**config.mk**
```make
export PLATFORM = sky130hd
export DESIGN_NAME = mcs_clock_ctrl
export DESIGN_NICKNAME = d
export VERILOG_FILES = /design/src/logic/mcs_pkg.sv /design/src/logic/mcs_osc_detect.sv /design/src/logic/mcs_clock_ctrl.sv
export SDC_FILE = /design/constraint.sdc
export NUM_CORES = 1
export LEC_CHECK = 0
export ABC_AREA = 1
export ABC_CLOCK_PERIOD_IN_PS = 2000
export BUFFER_PORTS_ARGS = -buffer_cell sky130_fd_sc_hd__buf_2
export CORE_AREA = 2 2 57 59
export DETAILED_ROUTE_END_ITERATION = 6
export DIE_AREA = 0 0 59 61
export MAX_ROUTING_LAYER = met4
export PLACE_DENSITY = 0.71
export SYNTH_ARGS = -nofsm -noshare
export SYNTH_HDL_FRONTEND = slang
export SYNTH_SLANG_ARGS = --single-unit
```
**constraint.sdc**
```tcl
create_clock -name sys_clk_i -period 2 [get_ports sys_clk_i]
set_input_delay 0 -clock sys_clk_i [delete_from_list [all_inputs] [get_ports sys_clk_i]]
set_output_delay 0 -clock sys_clk_i [all_outputs]
set_load 0.02 [all_outputs]
```
**src/logic/mcs_pkg.sv**
```systemverilog
// Purpose: constants and types shared by the main clock and standby control
// Assumes: one system clock, synchronous active-high reset
// Notes: instruction strobes are one-cycle pulses from the instruction decoder
package mcs_pkg;
  // main oscillator type as recorded by the selection instructions
  typedef enum logic [1:0] {
    MCS_OSC_NONE,
    MCS_OSC_CERAMIC,
    MCS_OSC_RC,
    MCS_OSC_CRYSTAL
  } mcs_osc_e;

  // system clock source select
  localparam logic MCS_SRC_ONCHIP = 1'h0;
  localparam logic MCS_SRC_MAIN = 1'h1;

  // reset values
  localparam logic MCS_STOP_BIT_RST = 1'h1;
  localparam logic MCS_ONCHIP_RUN_RST = 1'h1;
  localparam logic MCS_PIN_FORCE_RST = 1'h1;

  // oscillation detect: two or more edges seen within the window count as running
  localparam int MCS_DET_WIN = 16;
  localparam int MCS_DET_W = 5;
  localparam logic [MCS_DET_W-1:0] MCS_DET_LAST =
    MCS_DET_W'(MCS_DET_WIN - 1);
  localparam logic [MCS_DET_W-1:0] MCS_DET_ZERO = '0;
  localparam logic [MCS_DET_W-1:0] MCS_DET_ONE = MCS_DET_W'(1);
  localparam logic [1:0] MCS_EDGE_MIN = 2'h2;
  localparam logic [1:0] MCS_EDGE_ZERO = 2'h0;
  localparam logic [1:0] MCS_EDGE_ONE = 2'h1;
endpackage

```
**src/logic/mcs_osc_detect.sv**
```systemverilog
// Purpose: decides whether a clock source is oscillating
// Assumes: sample input is asynchronous to sys_clk_i
// Notes: running means at least two edges in each detect window
`timescale 1ns/1ps
module mcs_osc_detect (
  input wire logic sys_clk_i,
  input wire logic srst_i,
  input wire logic osc_sample_i,
  output logic running_o
);
  import mcs_pkg::*;

  logic sync1_reg, sync2_reg, last_reg, running_reg;
  logic sync1_next, sync2_next, last_next, running_next;
  logic [MCS_DET_W-1:0] win_reg, win_next;
  logic [1:0] edges_reg, edges_next;

  // ----------------------------------------------------------------
  // edge counting over a fixed window
  // ----------------------------------------------------------------
  always_comb begin
    sync1_next = osc_sample_i;
    sync2_next = sync1_reg;
    last_next = sync2_reg;
    win_next = win_reg + MCS_DET_ONE;
    edges_next = edges_reg;
    running_next = running_reg;
    if (sync2_reg != last_reg && edges_reg != MCS_EDGE_MIN) begin
      edges_next = edges_reg + MCS_EDGE_ONE;
    end
    if (win_reg == MCS_DET_LAST) begin
      win_next = MCS_DET_ZERO;
      edges_next = MCS_EDGE_ZERO;
      running_next = (edges_reg == MCS_EDGE_MIN);
    end
  end

  always_ff @(posedge sys_clk_i) begin
    if (srst_i) begin
      sync1_reg <= 1'h0;
      sync2_reg <= 1'h0;
      last_reg <= 1'h0;
      win_reg <= MCS_DET_ZERO;
      edges_reg <= MCS_EDGE_ZERO;
      running_reg <= 1'h0;
    end else begin
      sync1_reg <= sync1_next;
      sync2_reg <= sync2_next;
      last_reg <= last_next;
      win_reg <= win_next;
      edges_reg <= edges_next;
      running_reg <= running_next;
    end
  end

  assign running_o = running_reg;
endmodule

```
**src/logic/mcs_clock_ctrl.sv**
```systemverilog
// Purpose: main oscillator type selection, clock source guard, standby entry
// Assumes: instruction strobes are one-cycle pulses, one per executed instr
// Notes: instr_exec_i marks every executed instruction, including these
// Notes: wakeup_i comes from pins and passes two flip-flops before use
`timescale 1ns/1ps
// Summary of operation
// - standby entered only by powerdown directly after arm-powerdown
// - powerdown alone, without arm just before, does nothing
// - first of three oscillator selections wins, later ones ignored
// - selection only records type; no start unless stop already cleared, no source switch
// - with no selection, main clock unusable; run on on-chip clock
// - a non-oscillating source is refused as system clock
// - stopping the source that drives the system clock is refused
// - in standby with main clock stopped, input pin forced high
// - from reset, input pin held high until selection and stop cleared
module mcs_clock_ctrl (
  input wire logic sys_clk_i,
  input wire logic srst_i,
  input wire logic instr_exec_i,
  input wire logic arm_powerdown_instr_i,
  input wire logic powerdown_instr_i,
  input wire logic select_ceramic_main_clock_instr_i,
  input wire logic select_rc_main_clock_instr_i,
  input wire logic select_crystal_main_clock_instr_i,
  input wire logic main_clock_stop_wr_i,
  input wire logic main_clock_stop_bit_i,
  input wire logic onchip_stop_wr_i,
  input wire logic onchip_stop_bit_i,
  input wire logic sys_src_wr_i,
  input wire logic sys_src_sel_i,
  input wire logic wakeup_i,
  input wire logic main_osc_sample_i,
  input wire logic onchip_osc_sample_i,
  output logic [1:0] osc_type_o,
  output logic main_osc_enable_o,
  output logic onchip_osc_enable_o,
  output logic main_clock_stop_bit_o,
  output logic sys_src_o,
  output logic armed_o,
  output logic backup_o,
  output logic main_osc_input_force_high_o,
  output logic src_refused_o,
  output logic stop_refused_o
);
  import mcs_pkg::*;

  mcs_osc_e osc_type_reg, osc_type_next;
  logic armed_reg, armed_next;
  logic backup_reg, backup_next;
  logic mstop_reg, mstop_next;
  logic ostop_reg, ostop_next;
  logic src_reg, src_next;
  logic force_reg, force_next;
  logic srcref_reg, srcref_next;
  logic stopref_reg, stopref_next;
  logic main_running, onchip_running;
  logic menable_reg, menable_next;
  logic oenable_reg, oenable_next;
  logic wake_sync1_reg, wake_sync1_next;
  logic wake_sync2_reg, wake_sync2_next;
  logic any_sel;

  // ----------------------------------------------------------------
  // oscillation detectors
  // ----------------------------------------------------------------
  mcs_osc_detect u_main_det (
    .sys_clk_i(sys_clk_i),
    .srst_i(srst_i),
    .osc_sample_i(main_osc_sample_i),
    .running_o(main_running)
  );

  mcs_osc_detect u_onchip_det (
    .sys_clk_i(sys_clk_i),
    .srst_i(srst_i),
    .osc_sample_i(onchip_osc_sample_i),
    .running_o(onchip_running)
  );

  assign any_sel = select_ceramic_main_clock_instr_i |
                   select_rc_main_clock_instr_i |
                   select_crystal_main_clock_instr_i;

  // ----------------------------------------------------------------
  // wakeup synchroniser
  // ----------------------------------------------------------------
  // the wakeup request is a pin level, so it is resampled twice
  // before the standby state may read it
  always_comb begin
    wake_sync1_next = wakeup_i;
    wake_sync2_next = wake_sync1_reg;
  end

  always_ff @(posedge sys_clk_i) begin
    if (srst_i) begin
      wake_sync1_reg <= 1'h0;
      wake_sync2_reg <= 1'h0;
    end else begin
      wake_sync1_reg <= wake_sync1_next;
      wake_sync2_reg <= wake_sync2_next;
    end
  end

  // ----------------------------------------------------------------
  // next state
  // ----------------------------------------------------------------
  always_comb begin
    osc_type_next = osc_type_reg;
    armed_next = armed_reg;
    backup_next = backup_reg;
    mstop_next = mstop_reg;
    ostop_next = ostop_reg;
    src_next = src_reg;
    srcref_next = 1'h0;
    stopref_next = 1'h0;

    // first selection only; no start unless stop already cleared, no switch
    if (osc_type_reg == MCS_OSC_NONE && any_sel) begin
      if (select_ceramic_main_clock_instr_i) begin
        osc_type_next = MCS_OSC_CERAMIC;
      end else if (select_rc_main_clock_instr_i) begin
        osc_type_next = MCS_OSC_RC;
      end else begin
        osc_type_next = MCS_OSC_CRYSTAL;
      end
    end

    // arm then powerdown back to back
    if (instr_exec_i) begin
      if (powerdown_instr_i && armed_reg) begin
        backup_next = 1'h1;
      end
      armed_next = arm_powerdown_instr_i;
    end
    if (backup_reg && wake_sync2_reg) begin
      backup_next = 1'h0;
    end

    // source switch only to a running source
    if (sys_src_wr_i) begin
      if (sys_src_sel_i == MCS_SRC_MAIN) begin
        if (osc_type_reg != MCS_OSC_NONE && main_running && !mstop_reg) begin
          src_next = MCS_SRC_MAIN;
        end else begin
          srcref_next = 1'h1;
        end
      end else if (onchip_running && !ostop_reg) begin
        src_next = MCS_SRC_ONCHIP;
      end else begin
        srcref_next = 1'h1;
      end
    end

    // stop bits; checked against the source chosen this same cycle,
    // so a switch and a stop together cannot stop the new source
    if (main_clock_stop_wr_i) begin
      if (main_clock_stop_bit_i && src_next == MCS_SRC_MAIN) begin
        stopref_next = 1'h1;
      end else begin
        mstop_next = main_clock_stop_bit_i;
      end
    end
    if (onchip_stop_wr_i) begin
      if (onchip_stop_bit_i && src_next == MCS_SRC_ONCHIP) begin
        stopref_next = 1'h1;
      end else begin
        ostop_next = onchip_stop_bit_i;
      end
    end

    // pin held high until selected and started, and whenever main clock is stopped
    force_next = (osc_type_next == MCS_OSC_NONE) | mstop_next |
                 (backup_next & mstop_next);

    // main oscillator runs only when selected and not stopped
    menable_next = (osc_type_next != MCS_OSC_NONE) & ~mstop_next;
    oenable_next = ~ostop_next;
  end

  // ----------------------------------------------------------------
  // registers
  // ----------------------------------------------------------------
  always_ff @(posedge sys_clk_i) begin
    if (srst_i) begin
      osc_type_reg <= MCS_OSC_NONE;
      armed_reg <= 1'h0;
      backup_reg <= 1'h0;
      mstop_reg <= MCS_STOP_BIT_RST;
      ostop_reg <= 1'h0;
      src_reg <= MCS_SRC_ONCHIP;
      force_reg <= MCS_PIN_FORCE_RST;
      srcref_reg <= 1'h0;
      stopref_reg <= 1'h0;
      menable_reg <= 1'h0;
      oenable_reg <= MCS_ONCHIP_RUN_RST;
    end else begin
      osc_type_reg <= osc_type_next;
      armed_reg <= armed_next;
      backup_reg <= backup_next;
      mstop_reg <= mstop_next;
      ostop_reg <= ostop_next;
      src_reg <= src_next;
      force_reg <= force_next;
      srcref_reg <= srcref_next;
      stopref_reg <= stopref_next;
      menable_reg <= menable_next;
      oenable_reg <= oenable_next;
    end
  end

  assign osc_type_o = osc_type_reg;
  assign main_osc_enable_o = menable_reg;
  assign onchip_osc_enable_o = oenable_reg;
  assign main_clock_stop_bit_o = mstop_reg;
  assign sys_src_o = src_reg;
  assign armed_o = armed_reg;
  assign backup_o = backup_reg;
  assign main_osc_input_force_high_o = force_reg;
  assign src_refused_o = srcref_reg;
  assign stop_refused_o = stopref_reg;
endmodule

```
Word level (Yosys, flattened, before mapping)
Index checks and enable logic that the tools add are counted.

Add/subtract/negate cells: 4. Equality and inequality tests: 8. Multiplexer cells: 21. Bitwise logic cells: 10. Reductions and logical operators: 19.

Operators with widths (count): $mux 1 (19); $add 5x1->5 const B (2); $eq 5x4->1 const B (2); $logic_and 1x1->1 (10); $reduce_or 2->1 (3); $add 2x1->2 const B (2); $eq 2x2->1 const B (2); $logic_not 2->1 (2); $mux 2 (2); $ne 2x2->1 const B (2); $not 1->1 (4); $or 1x1->1 (4); $reduce_bool 2->1 (2); $and 1x1->1 (2); $logic_not 1->1 (2); $ne 1x1->1 (2).

Register bits after elaboration: 36. Bits of input ports: 17. Output and inout port bits: 11. Word-level logic and storage cells: 87.

Logic depth before layout (Yosys ltp)
Word-level depth: 11. Mapped depth: 9.

Hierarchy
Synthesis repeated with hierarchy kept, for this count alone.

Cell total of the unflattened synthesis: 188. Area total of the unflattened synthesis: 1491.4 um2.

By module, submodules not included: mcs_osc_detect (instances 2, cells each 54, area each 439.2 um2, seq. area each 220.2 um2); mcs_clock_ctrl (instances 1, cells each 80, area each 613.1 um2, seq. area each 280.3 um2).

Worst setup path after synthesis
OpenSTA, ideal clock, no wires.

Path kind: reg-to-reg. From: register u_onchip_det.win_reg[0]. To: register u_onchip_det.win_reg[3]. Arrival: 1.213 ns. Required time: 1.930 ns. Setup slack: 0.717 ns. Stages on the path, launching flop included: 8. Path buffers: 0. Cell sequence: dfxtp_1 > ha_1 > nand2_1 > nor2_1 > ha_1 > nor2_1 > o21ai_0 > a21oi_1.

Word-level cells in the longest chain between the ends: 2.

RTL lines: from (decl) (line mcs_osc_detect.sv:15) `logic [MCS_DET_W-1:0] win_reg, win_next;`; from (signal assigned) (line mcs_osc_detect.sv:50) `win_reg <= win_next;`; branches (longest 2 deep; another with $add 5x1->5).

Several ways; the timed one is not identified. A chain may end at the register's enable or synchronous reset.

Worst setup path in the final report
From: register u_main_det.running_reg, in the netlist u_main_det.running_o. To: register stopref_reg, in the netlist stop_refused_o.

Word-level cells in the longest chain between the ends: 10.

RTL lines: from (decl) (line mcs_osc_detect.sv:13) `logic sync1_reg, sync2_reg, last_reg, running_reg;`; from (signal assigned) (line mcs_osc_detect.sv:52) `running_reg <= running_next;`; $logic_and 1x1->1 (*) (2 in series) (line mcs_clock_ctrl.sv:142) `if (osc_type_reg != MCS_OSC_NONE && main_running && !mstop_reg) begin`; $mux 1 (*) (line mcs_clock_ctrl.sv:142); $mux 1 (*) (line mcs_clock_ctrl.sv:141) `if (sys_src_sel_i == MCS_SRC_MAIN) begin`; $mux 1 (*) (line mcs_clock_ctrl.sv:140) `if (sys_src_wr_i) begin`; $logic_and 1x1->1 (line mcs_clock_ctrl.sv:157) `if (main_clock_stop_bit_i && src_next == MCS_SRC_MAIN) begin`; $mux 1 (line mcs_clock_ctrl.sv:157); $mux 1 (line mcs_clock_ctrl.sv:156) `if (main_clock_stop_wr_i) begin`; $mux 1 (line mcs_clock_ctrl.sv:164) `if (onchip_stop_bit_i && src_next == MCS_SRC_ONCHIP) begin`; $mux 1 (*) (line mcs_clock_ctrl.sv:163) `if (onchip_stop_wr_i) begin`; to (signal assigned) (line mcs_clock_ctrl.sv:205) `stopref_reg <= stopref_next;`; to (decl) (line mcs_clock_ctrl.sv:55) `logic stopref_reg, stopref_next;`.

Mark *: on every way between the ends. The rest lies on a longest branch, timed or not.

==> results.cfg <==
[hold_path]
holdPathStages = 4
min-delay-start = main_clock_stop_wr_i
hold_class = in -> reg
hold_end = main_clock_stop_bit_o$_SDFF_PP1_

[pwr]
vdd_drop_max_mv = 0.5664
power.leakage_nw = 0.8541
power.density_nw_per_um2 = 759.5
power_w = 0.001334

[global_route]
gr-total-overflow = 0
grt_max_degree = 16
antenna_found_initial = 0
grt_pass1_vias = 1018
grt_pass1_wl_um = 3981
grt.total_usage_pct = 15.66

[worst_setup_path]
worstPathRequired_ns = 2.26
path_max_fanout = 4
end_kind = flop
reg2reg_slack_ns = 0.45
rr_endpoint = stop_refused_o$_SDFF_PP0_
reg2reg_depth = 7
r2r-start = u_main_det.running_o$_SDFFE_PP0P_
worstSetupStartpointType = flop
cp.arrival_ns = 1.82
crit_type = reg -> reg

[routing]
antenna_left = 0
vias = 1129
wl_per_cell_um = 8.937
via_per_inst = 4.462
firstDrtPassIters = 4
wirelength_um = 2261
drc = 0
drt_iter0_markers = 39

[logic_synthesis]
synth_cell_type_count = 26
synth.avg_cell_area_sq_um = 8.072
syn_area_sq_um = 1413
seq_area_frac_synth_pct = 51.02
yosysMostFrequentCell = dfxtp_1
synth-seq-cells = 36
synth_common_cells = dfxtp_1, inv_1, nor2_1, nand2_1, a21oi_1
synth_area_leaders = dfxtp_1, inv_1, nor2_1
yosys_most_used_dff = dfxtp_1
yosysTopAreaCell = dfxtp_1
synth_edf_count = 0
synthCells = 175
syn_nets = 198
netlist.area_leader.share_pct = 51.02
synthArstFlopShare_pct = 0
yosysWarnings = 0

[placed_design]
gp_congestion = 0.7752
hpwlAfterDp_um = 1632
port_buffers = 27
post-place-ws_ns = 0.5677

[clock_tree]
cts_max_path_buffers = 2
cts.sinks = 36
post_cts_buffers = 0
path_clk_slew_ns = 0.10
cts_buffers = 5
htreeDepth = 2
cts_tree = done
clk_root_buffer_cell = clkbuf_4
insertion_delay_ns = 0.33

[sta]
setup_tns_ns = 0
rsz0062_at_grt = no
fmax_mhz = 643.7
hold_violations = 0
slew_violations = 0
period_minus_slack_ns = 1.553
holdWs_ns = 0.01088
setup_ws_ns = 0.4466
worst_pin_slew_ns = 0.2910
relSlewSlack_pct = 80.53
finalClockSkew_ns = 0.004422
setup_violations = 0
fin_crit_sh_pct = 77.67

[finish]
areaGrowthSynthToFinish_pct = 24.36
fillers = 278
final_nets = 242
multiInputGateArea_sq_um = 544.3
area.sequential_sq_um = 720.7
drive_gt1_share_pct = 25.00
diodes = 0

[die]
initial_core_util_pct = 47.84
rows = 20
dieHeight_um = 61
fp.dieW_um = 59
floorplan.core_area_sq_um = 2953
dieArea_sq_um = 3599
num_io_pins = 28

[status]
outcome = finished clean

[flow_run]
maxCapViolations = 0
timing repair:
| action | in CTS | in global routing |
|---|---|---|
| hold buffers | 11 | 0 |
| endpoints found under the setup margin | 0 | 0 |
| endpoints found under the hold margin | 9 | 0 |
| gates resized for setup | 0 | 0 |
how the worst max path moves through the flow:
| stage | start | slack [ns] | end | cells after the start |
|---|---|---|---|---|
| 3_5_place_dp | u_onchip_det.win_reg[0]$_SDFF_PP0_ | 0.57 | u_onchip_det.win_reg[3]$_SDFF_PP0_ | 7 |
| 5_1_grt | u_main_det.running_o$_SDFFE_PP0P_ | 0.33 | stop_refused_o$_SDFF_PP0_ | 7 |
| 6_report | u_main_det.running_o$_SDFFE_PP0P_ | 0.45 | stop_refused_o$_SDFF_PP0_ | 7 |
| 3_3_place_gp | u_onchip_det.win_reg[0]$_SDFF_PP0_ | 0.65 | u_onchip_det.win_reg[3]$_SDFF_PP0_ | 7 |
| 4_1_cts | u_main_det.running_o$_SDFFE_PP0P_ | 0.44 | stop_refused_o$_SDFF_PP0_ | 7 |
| 2_1_floorplan | u_onchip_det.win_reg[0]$_SDFF_PP0_ | 0.72 | u_onchip_det.win_reg[3]$_SDFF_PP0_ | 7 |
power by group:
part | switching [W] | internal [W] | leakage, nW
clock | 0.000226 | 0.000172 | 0.0315
combinational | 0.0000946 | 0.0000711 | 0.527
sequential | 0.0000180 | 0.000753 | 0.295
critical path, cell delays in order (launching register included):
cell and delay (ns):
dfxtp_1 0.32, inv_1 0.06, nor2_2 0.16, nand3_4 0.11
nand2_2 0.09, nand3_1 0.06, dlygate4sd3_1 0.56, a21oi_1 0.13
layout by cell type, fill, tap and decap left out:
cell,instances
dfxtp_1,36
inv_1,31
buf_2,27
nor2_1,26
nand2_1,22
a21oi_1,13
dlygate4sd3_1,11
nand2_2,7
inv_2,6
ha_1,6
nand3_1,5
clkbuf_4,5
o21ai_0,4
a21oi_2,2
o21ai_1,2
nor2_2,2
o21ai_2,1
o21bai_1,1
nor3b_1,1
nand4_1,1
nor3b_2,1
and3_1,1
clkinv_1,1
nand3_4,1
nand3_2,1
nor3_1,1
nand3b_1,1
or2_0,1
clkbuf_1,1
clkinvlp_4,1
clkbuf_8,1
cell type report:
type | instances | area share, %
Sequential cell | 36 | 41.03
Multi-Input combinational cell | 100 | 30.98
Timing Repair Buffer | 38 | 13.96
Inverter | 38 | 8.120
Clock buffer | 7 | 3.134
Tap cell | 33 | 2.350
Clock inverter | 1 | 0.4274
routing by layer:
| metal | vias to the layer above | share of wire, % | GRT usage (%) |
|---|---|---|---|
| met5 | - | 0 | - |
| met4 | 0 | 1.8 | 6.818 |
| met3 | 5 | 6.9 | 5.757 |
| met2 | 30 | 45 | 26.83 |
| met1 | 471 | 46 | 16.09 |
| li1 | 623 | - | - |
kinds of logic (layout without fill, tap and decap cells):
kind of cell / after synthesis / in the layout / synth area share [%]
buf+inv: 39 / 84 / 10.45
compound gates: 23 / 23 / 9.124
fa+ha+maj: 6 / 6 / 5.314
simple gates: 71 / 71 / 24.09
flops: 36 / 36 / 51.02
per-stage QoR:
| stage | instance area [sq um] | instances | util [%] |
|---|---|---|---|
| after floorplan | 1413 | 175 | - |
| after global placement | 1584 | 234 | 53.64 |
| after detailed placement | 1584 | 234 | 53.64 |
| after CTS | 1757 | 253 | 59.49 |
| after global routing | 1757 | 253 | 59.49 |
| final | 1757 | 253 | 59.49 |
Note: power is estimated with default switching activity, not from simulation.
